## src/dds_defs.vh

```
// Constants for the download destination select register block.
// Assumes an APB master on pclk and a copy engine that honours the start and abort signals.
// Overview of operation
// RULE1 - Eight-bit read/write register: bit 7 range error, bits 6..0 destination code, reset zero.
// RULE2 - Setting start-copy triggers a range check of the destination code against 0x00..0x03.
// RULE3 - Codes 0x04 and above set the range error flag and abort the copy.
// RULE4 - Software clears the error flag and loads a legal code before starting.
// RULE5 - Code 0x00 copies to 0xFFE080; code 0x01 copies to 0xFF0800.
// RULE6 - Code 0x02 copies to 0xFF1800; code 0x03 copies to 0xFF8800.
// RULE7 - Software writes the destination register before setting start-copy.
// RULE8 - A successful download fills 2 kbytes of RAM from the selected start address.
`ifndef DDS_DEFS_VH
`define DDS_DEFS_VH
`define DDS_OFS_DEST 12'h000
`define DDS_OFS_CTRL 12'h004
`define DDS_OFS_STAT 12'h008
`define DDS_DEST_RESET 8'h00
`define DDS_ERR_BIT 7
`define DDS_CODE_MSB 6
`define DDS_CODE_MAX 7'h03
`define DDS_ADDR_CODE0 24'hFFE080
`define DDS_ADDR_CODE1 24'hFF0800
`define DDS_ADDR_CODE2 24'hFF1800
`define DDS_ADDR_CODE3 24'hFF8800
`define DDS_COPY_BYTES 24'h000800
`define DDS_START_BIT 0
`define DDS_ST_IDLE 2'h0
`define DDS_ST_COPY 2'h1
`define DDS_ST_DONE 2'h2
`define DDS_DEST_MSB 7
`define DDS_SEL_MSB 1
`define DDS_ADDR_RESET 24'h000000
`define DDS_WORD_ZERO 32'h00000000
`define DDS_PAD_DEST 24'h000000
`define DDS_PAD_STAT 30'h00000000
`endif

```

## src/dds_download_destination_select.v

```verilog
// Download destination select register with range check and copy request sequencing.
// Assumes an APB master on pclk and a copy engine that acknowledges with copy_done.
//
// The APB register port and the placing of the registers were chosen for this implementation.
`include "dds_defs.vh"
module dds_download_destination_select (
   input wire pclk,
   input wire presetn,
   input wire clk_en,
   input wire psel,
   input wire penable,
   input wire pwrite,
   input wire [11:0] paddr,
   input wire [31:0] pwdata,
   output wire [31:0] prdata,
   output wire pready,
   output wire pslverr,
   input wire copy_done,
   output reg copy_req,
   output reg [23:0] copy_start_addr,
   output reg [23:0] copy_end_addr,
   output reg copy_abort
);
   localparam ST_IDLE = `DDS_ST_IDLE;
   localparam ST_COPY = `DDS_ST_COPY;
   localparam ST_DONE = `DDS_ST_DONE;

   // Register state and next values.
   reg [7:0] dest_q;
   reg [7:0] dest_d;
   reg [1:0] state_q;
   reg [1:0] state_d;
   reg copy_req_q;
   reg copy_req_d;
   reg copy_abort_q;
   reg copy_abort_d;
   reg [23:0] start_addr_q;
   reg [23:0] start_addr_d;
   reg [23:0] end_addr_q;
   reg [23:0] end_addr_d;
   reg [31:0] rdata_q;
   reg [31:0] rdata_d;
   reg rd_ready_q;
   reg rd_ready_d;
   reg [23:0] base;

   // Bus decode.
   wire acc;
   wire wr;
   wire rd;
   wire hit_dest;
   wire hit_ctrl;
   wire hit_stat;
   wire hit_any;
   wire start;
   wire [6:0] code;
   wire in_range;
   wire bad_start;
   wire good_start;

   assign acc = psel & penable;
   assign wr = acc & pwrite & clk_en;
   assign rd = acc & ~pwrite;
   assign hit_dest = (paddr == `DDS_OFS_DEST);
   assign hit_ctrl = (paddr == `DDS_OFS_CTRL);
   assign hit_stat = (paddr == `DDS_OFS_STAT);
   assign hit_any = hit_dest | hit_ctrl | hit_stat;

   // Start is refused while a copy runs or has just ended, so a second start cannot retarget it.
   assign start = wr & hit_ctrl & pwdata[`DDS_START_BIT] & (state_q == ST_IDLE);
   assign code = dest_q[`DDS_CODE_MSB:0];

   // The full seven-bit code is checked, so a large code can never alias a legal region.
   assign in_range = (code <= `DDS_CODE_MAX); // RULE2
   assign bad_start = start & ~in_range; // RULE3
   assign good_start = start & in_range; // RULE2

   // Start address of each legal destination code.
   always @* begin
      case (code[`DDS_SEL_MSB:0])
         2'h0: begin
            base = `DDS_ADDR_CODE0; // RULE5
         end
         2'h1: begin
            base = `DDS_ADDR_CODE1; // RULE5
         end
         2'h2: begin
            base = `DDS_ADDR_CODE2; // RULE6
         end
         default: begin
            base = `DDS_ADDR_CODE3; // RULE6
         end
      endcase
   end

   // Destination register next value.
   always @* begin
      dest_d = dest_q;
      if (wr & hit_dest) begin
         dest_d = pwdata[`DDS_DEST_MSB:0]; // RULE1
      end
      // The hardware set wins over a software write in the same cycle.
      if (bad_start) begin
         dest_d[`DDS_ERR_BIT] = 1'b1; // RULE3
      end
   end

   // Copy sequencing.
   always @* begin
      state_d = state_q;
      copy_req_d = copy_req_q;
      start_addr_d = start_addr_q;
      end_addr_d = end_addr_q;
      case (state_q)
         ST_IDLE: begin
            if (good_start) begin
               copy_req_d = 1'b1; // RULE2
               start_addr_d = base; // RULE5 RULE6
               end_addr_d = base + `DDS_COPY_BYTES; // RULE8
               state_d = ST_COPY;
            end
         end
         ST_COPY: begin
            if (copy_done) begin
               copy_req_d = 1'b0;
               state_d = ST_DONE;
            end
         end
         default: begin
            state_d = ST_IDLE;
         end
      endcase
   end

   // A failing start never raises the request; it pulses the abort and sets the range error flag.
   always @* begin
      copy_abort_d = bad_start; // RULE3
   end

   // Read data is captured a cycle ahead of the ready cycle.
   always @* begin
      rdata_d = rdata_q;
      if (rd) begin
         if (hit_dest) begin
            rdata_d = {`DDS_PAD_DEST, dest_q};
         end else if (hit_stat) begin
            rdata_d = {`DDS_PAD_STAT, state_q};
         end else begin
            rdata_d = `DDS_WORD_ZERO;
         end
      end
   end

   // Reads answer one cycle into the access phase, so every read with clk_en held high takes one wait state.
   always @* begin
      rd_ready_d = rd & ~rd_ready_q;
   end

   always @(posedge pclk or negedge presetn) begin
      if (!presetn) begin
         dest_q <= `DDS_DEST_RESET; // RULE1
      end else if (clk_en) begin
         dest_q <= dest_d;
      end
   end

   always @(posedge pclk or negedge presetn) begin
      if (!presetn) begin
         state_q <= ST_IDLE;
         copy_req_q <= 1'b0;
         copy_abort_q <= 1'b0;
      end else if (clk_en) begin
         state_q <= state_d;
         copy_req_q <= copy_req_d;
         copy_abort_q <= copy_abort_d;
      end
   end

   always @(posedge pclk or negedge presetn) begin
      if (!presetn) begin
         start_addr_q <= `DDS_ADDR_RESET;
         end_addr_q <= `DDS_ADDR_RESET;
      end else if (clk_en) begin
         start_addr_q <= start_addr_d;
         end_addr_q <= end_addr_d;
      end
   end

   always @(posedge pclk or negedge presetn) begin
      if (!presetn) begin
         rdata_q <= `DDS_WORD_ZERO;
      end else if (clk_en) begin
         rdata_q <= rdata_d;
      end
   end

   always @(posedge pclk or negedge presetn) begin
      if (!presetn) begin
         rd_ready_q <= 1'b0;
      end else if (clk_en) begin
         rd_ready_q <= rd_ready_d;
      end
   end

   // Outputs come straight from the flip-flops.
   always @* begin
      copy_req = copy_req_q;
      copy_abort = copy_abort_q;
      copy_start_addr = start_addr_q;
      copy_end_addr = end_addr_q;
   end

   // Ready is held off while the clock enable is low, since no write could land then.
   assign pready = clk_en & acc & (pwrite | rd_ready_q);
   assign prdata = rdata_q;
   assign pslverr = pready & ~hit_any;
endmodule // dds_download_destination_select

```

## config.mk

```make
export PLATFORM = sky130hd
export DESIGN_NAME = dds_download_destination_select
export DESIGN_NICKNAME = d
export VERILOG_FILES = /design/src/dds_download_destination_select.v
export VERILOG_INCLUDE_DIRS = /design/src /design/src/src
export SDC_FILE = /design/constraint.sdc
export NUM_CORES = 1
export LEC_CHECK = 0
export ABC_AREA = 1
export BUFFER_PORTS_ARGS = -buffer_cell sky130_fd_sc_hd__buf_2
export CORE_MARGIN = 3
export CORE_UTILIZATION = 45
export CTS_CLUSTER_SIZE = 10
export DETAILED_ROUTE_END_ITERATION = 8
export PLACE_DENSITY_LB_ADDON = 0.05
export SLEW_MARGIN = 20
export SYNTH_ARGS = -nofsm -noshare
export SYNTH_HDL_FRONTEND = slang
export SYNTH_SLANG_ARGS = --single-unit
export TNS_END_PERCENT = 5
```

## constraint.sdc

```tcl
create_clock -name pclk -period 2.1 [get_ports pclk]
set_input_delay 0.42 -clock pclk [delete_from_list [all_inputs] [get_ports pclk]]
set_output_delay 0.42 -clock pclk [all_outputs]
set_load 0.005 [all_outputs]
```

### After elaboration in Yosys (flattened, before gate mapping)

Cells that the tools add are included.

| storage, ports and cells | value |
|---|---|
| register bits after elaboration | 93 |
| input bits | 51 |
| bits in read-only memories | 0 |
| memories | 0 |
| output and inout bits | 84 |
| bits in writable memories | 0 |
| word-level logic and storage cells | 61 |
| bits in latches | 0 |

| cells by class | value |
|---|---|
| equal/unequal tests | 7 |
| mux-type cells | 11 |
| shift operators | 0 |
| reduce and logical (&&, ||, !) cells | 11 |
| add/subtract/negate cells | 1 |
| bitwise gates (word level) | 21 |
| $mul | 0 |
| $lt $le $gt $ge | 1 |
| divide/modulo/power cells | 0 |

Operators with widths:

| cell | number |
|---|---|
| case mux 16 bit (3 select lines) | 1 |
| adder 24 x 12 -> 24 bit (second input constant) | 1 |
| 2-to-1 mux 8 bit | 2 |
| AND 1 bit | 14 |
| equality test 12 x 3 -> 1 bit (second input constant) | 1 |
| equality test 12 x 4 -> 1 bit (second input constant) | 1 |
| logical NOT 12 bit | 1 |
| less-or-equal comparator 7 x 2 -> 1 bit (second input constant) | 1 |
| 2-to-1 mux 2 bit | 3 |
| AND reduction 2 bit | 3 |
| AND reduction 3 bit | 2 |
| equality test 2 x 1 -> 1 bit (second input constant) | 2 |
| logical NOT 2 bit | 2 |
| != test 2 bit (second input constant) | 2 |
| inverter 1 bit | 4 |
| case mux 2 bit (2 select lines) | 1 |
| AND reduction 4 bit | 1 |
| nonzero test 2 bit | 2 |
| 2-to-1 mux 1 bit | 3 |
| OR 1 bit | 3 |
| equality test 2 bit (second input constant) | 1 |
| case mux 1 bit (2 select lines) | 1 |

### Depth between registers and ports, before layout

| logic depth | value |
|---|---|
| word-level depth | 9 |
| mapped depth | 10 |
| depth with buffers taken out | 10 |

### Worst setup path before layout

Ideal clock, no wire load.

| timing | value |
|---|---|
| path type | in2reg |
| start | input port paddr[7] |
| end | register end_addr_q[22], in the netlist copy_end_addr[22] |
| setup time | 0.118 ns |
| arrival | 1.322 ns |
| buffers on the path | 1 |
| setup slack | 0.660 ns |
| data required time | 1.982 ns |
| cell stages on the path | 9 |
| path through | nor2_1 > nand2_1 > nor2_4 > nand2_4 > nor2_4 > nand2_2 > buf_6 > nand2_1 > o21ai_2 |

| between the ends | value |
|---|---|
| longest elaborated chain between the ends | 6 |

Ends and longest elaborated chain:

| item | RTL line | RTL |
|---|---|---|
| start, declared | dds_download_destination_select.v:13 | `input wire [11:0] paddr,` |
| equality test 12 x 3 -> 1 bit (no source line) | - |  |
| AND 1 bit (3 in series) | dds_download_destination_select.v:70 | `` assign start = wr & hit_ctrl & pwdata[`DDS_START_BIT] & (state_q == ST_IDLE); `` |
| AND 1 bit | dds_download_destination_select.v:76 | `assign good_start = start & in_range;` |
| AND reduction 3 bit (no source line) | - |  |
| end signal, assigned | dds_download_destination_select.v:182 | `` end_addr_q <= `DDS_ADDR_RESET; `` |
| end signal, assigned | dds_download_destination_select.v:185 | `end_addr_q <= end_addr_d;` |
| end, declared | dds_download_destination_select.v:39 | `reg [23:0] end_addr_q;` |

Every way passes these cells.
A chain may end at the register's enable or synchronous reset.

### Worst setup path after layout

| timing | value |
|---|---|
| start | input port paddr[7] |
| end | output port pslverr |

| between the ends | value |
|---|---|
| longest elaborated chain between the ends | 5 |
| elaborated cells on any way between the ends | 7 |
| those cells by class | eq/ne (2); bitwise (4); reduce/logical (1) |

Ends and longest elaborated chain:

| item | RTL line | RTL |
|---|---|---|
| equality test 12 x 3 -> 1 bit (no source line) / logical NOT 12 bit (equally long branches) | - |  |
| OR 1 bit | dds_download_destination_select.v:67 | `assign hit_any = hit_dest \| hit_ctrl \| hit_stat;` |
| OR 1 bit * | dds_download_destination_select.v:67 |  |
| inverter 1 bit * | dds_download_destination_select.v:216 | `assign pslverr = pready & ~hit_any;` |
| AND 1 bit * | dds_download_destination_select.v:216 |  |
| end, declared | dds_download_destination_select.v:17 | `output wire pslverr,` |

Mark *: on every way between the ends. The rest lies on a longest branch, timed or not.

==> flow_summary.yaml <==
pwr:
  leakage_nw: 1.28
  seqPwrFrac_pct: 50.8
  swShare_pct: 23.9
  intPower_uw: 859
  power_density_nw_per_um2: 542
  comb_power_share_pct: 8.3
  power_switching_uw: 270
  power_mw: 1.13
  ir_drop_uv: 306
  p_clk_share_pct: 40.9
routing:
  drtIter0Drc: 74
  drcViolationCount: 0
  dr.pass1.iters: 4
  drt_wl_total_mm: 3.50
  routed-via-count: 1403
  routedWlPerCell_um: 10.6
  viasPerCell: 4.24
  drt.antenna.violating_nets: 0
setup_path:
  crit_arrival_ns: 1.27
  path_max_fanout: 7
  crit_path_top_delay_cell: "nor2_4"
  startpoint_type: "primary input"
  end_kind: "primary output"
  crit_type: "primary input to primary output"
  cp_data_required_time_ns: 1.68
  path_cells: "buf_2 -> nor2_1 -> nand2_1 -> nor2_4 -> nand2_4 -> nand2_1 -> a21oi_1 -> buf_2"
  slowest_delay_ns: 0.24
timing:
  report.final.slew_viol_count: 0
  max_clock_freq_ghz: 0.590
  skew_ns: 0.00457
  hold_viol: 0
  grt_setup_unrepaired: "false"
  setup_viol: 0
  relSlewSlack_pct: 55.6
  fin_crit_ns: 1.69
  timing.final.crit_share_pct: 80.7
  worst_pin_slew_ns: 0.666
  setup_tns_ns: 0
layout:
  area_growth_pct: 6.88
  finalNetCount: 338
  antenna_cells: 0
  drive_above_1_share_pct: 29.9
global_routing:
  antenna_found_initial: 0
  grt_max_degree: 30
  grt.total_usage_pct: 14.2
  overflow: 0
  grt_pass1_vias: 1181
  grt_pass1_wl_mm: 5.53
synth:
  yosysSeqAreaShare_pct: 37.3
  syn_inst: 232
  synth.avg_cell_area_um2: 8.39
  ys_types: 27
  synth_area_um2: 1950
  synth-seq-cells: 29
  yosys_warnings: 0
die:
  die_area_um2: 5150
  fp.dieH_um: 71.8
  top_level_ports: 135
  initial_core_util_pct: 47.6
  core-area_um2: 4090
  fp-row-count: 23
  die_x_um: 71.8
clocking:
  cts_resized: 0
  numClockSinks: 29
  cts_tree: "yes"
  postCtsHoldBufs: 0
  root_buffer: "clkbuf_8"
  post_cts_buffers: 0
  htreeDepth: 2
  cts_buffers: 5
  clock_path_buffers: 2
  clk_latency_ns: 0.28
  path_clk_slew_ns: 0.06
run_status:
  outcome: "finished, final reports clean"
job:
  cap_violations: 0
placed_design:
  place_hpwl_mm: 2.72
  io_buffers: 66
  place_congestion: 0.751
hold_path:
  hp-class: "primary input to asynchronous set/reset pin"
## power groups by stage
stage | Sequential (mW) | Clock, mW | Combinational (mW)
after floorplan | 0.583 | 0 | 0.101
after global placement | 0.583 | 0 | 0.0928
after detailed placement | 0.584 | 0 | 0.0937
after CTS | 0.573 | 0.484 | 0.0939
after global routing | 0.574 | 0.509 | 0.109
final | 0.573 | 0.462 | 0.0937
## logic make-up (layout without fill, tap and decap cells)
family | Yosys count | in the layout | synth area share, %
compound gates | 23 | 23 | 7.20
xor+xnor | 1 | 1 | 0.450
fa+ha+maj | 6 | 6 | 3.86
buf+inv | 91 | 97 | 30.7
flops | 29 | 29 | 37.3
other cells | 1 | 44 | 0.193
simple gates | 81 | 81 | 20.4
## worst paths after layout
| kind | start | end | slack, ns | cells past startpoint |
|---|---|---|---|---|
| hold / removal | presetn | copy_end_addr[13] | 0.17 | 1 |
| max in group asynchronous | presetn | prdata[4] | 1.50 | 1 |
| hold reg to reg | copy_end_addr[13] | copy_end_addr[13] | 0.46 | 2 |
| setup reg to reg | dest_q[1] | copy_start_addr[15] | 0.48 | 8 |
| min in group pclk | pwdata[3] | dest_q[3] | 0.34 | 3 |
| setup / recovery | paddr[7] | pslverr | 0.41 | 8 |
## registers in the layout (all words and copies together) (netlist names)
name	count
copy_abort	1
copy_end_addr	4
copy_req	1
copy_start_addr	4
dest_q	8
prdata	8
rd_ready_q	1
state_q	2
## per-stage QoR
stage | worst slack [ns] | cells | utilization [%] | hold WS [ns] | area [µm²]
after floorplan | 0.660 | 275 | - | 0.124 | 2110
after global placement | 0.401 | 324 | 48.8 | 0.454 | 1990
after detailed placement | 0.387 | 324 | 48.8 | 0.456 | 1990
after CTS | 0.395 | 331 | 50.9 | 0.186 | 2080
after global routing | 0.215 | 331 | 50.9 | 0.214 | 2080
final | 0.406 | 331 | 50.9 | 0.173 | 2080
## per-layer routing
layer | up-vias | share of wire, % | track usage (%)
li1 | 715 | - | -
met1 | 628 | 43 | 18.0
met2 | 58 | 47 | 20.8
met3 | 2 | 9.1 | 6.31
met4 | 0 | 0.80 | 6.26
met5 | - | 0 | 0
## cell type report
| class | count | area [µm²] |
|---|---|---|
| fillers | 414 | 2010 |
| multi-input cells | 155 | 786 |
| flip-flops and latches | 29 | 726 |
| repair buffers | 66 | 330 |
| inverters | 24 | 90.1 |
| clock buffers | 7 | 86.3 |
| well taps | 50 | 62.6 |
## layout by cell type (no fill, tap or decap), drive strengths merged
cell type,n
a21oi,2
buf,66
nand2,43
xnor2,1
nand3,12
o31ai,5
o21ai,13
ha,6
dfrtp,29
a21boi,1
nor2,20
clkbuf,7
nand3b,1
nor3,2
nand4,3
inv,24
conb,44
a31oi,2
## worst max-delay path: cells and delay by family
kind            cells  cell delay (ns)
compound gates      1             0.04
simple gates        5             0.58
buf+inv             2             0.22
## synthesized netlist by cell type
cell | instances | area [µm²]
buf_4 | 64 | 480
nand2_1 | 40 | 150
dfrtp_1 | 29 | 726
inv_1 | 24 | 90.1
nor2_1 | 15 | 56.3
nand3_1 | 10 | 50.1
o21ai_0 | 9 | 45.0
ha_1 | 6 | 75.1
o31ai_1 | 5 | 37.5
nand4_1 | 3 | 18.8
a21oi_1 | 2 | 10.0
a31oi_1 | 2 | 12.5
buf_6 | 2 | 22.5
nand2_4 | 2 | 22.5
nand3_2 | 2 | 20.0
nor2_2 | 2 | 12.5
nor2_4 | 2 | 22.5
nor3_1 | 2 | 10.0
o21ai_1 | 2 | 10.0
o21ai_2 | 2 | 17.5
a21boi_0 | 1 | 7.51
clkbuf_1 | 1 | 3.75
conb_1 | 1 | 3.75
nand2_2 | 1 | 6.26
nand3b_1 | 1 | 7.51
nor2_8 | 1 | 20.0
xnor2_1 | 1 | 8.76
Power figures use the tool's default switching activity.
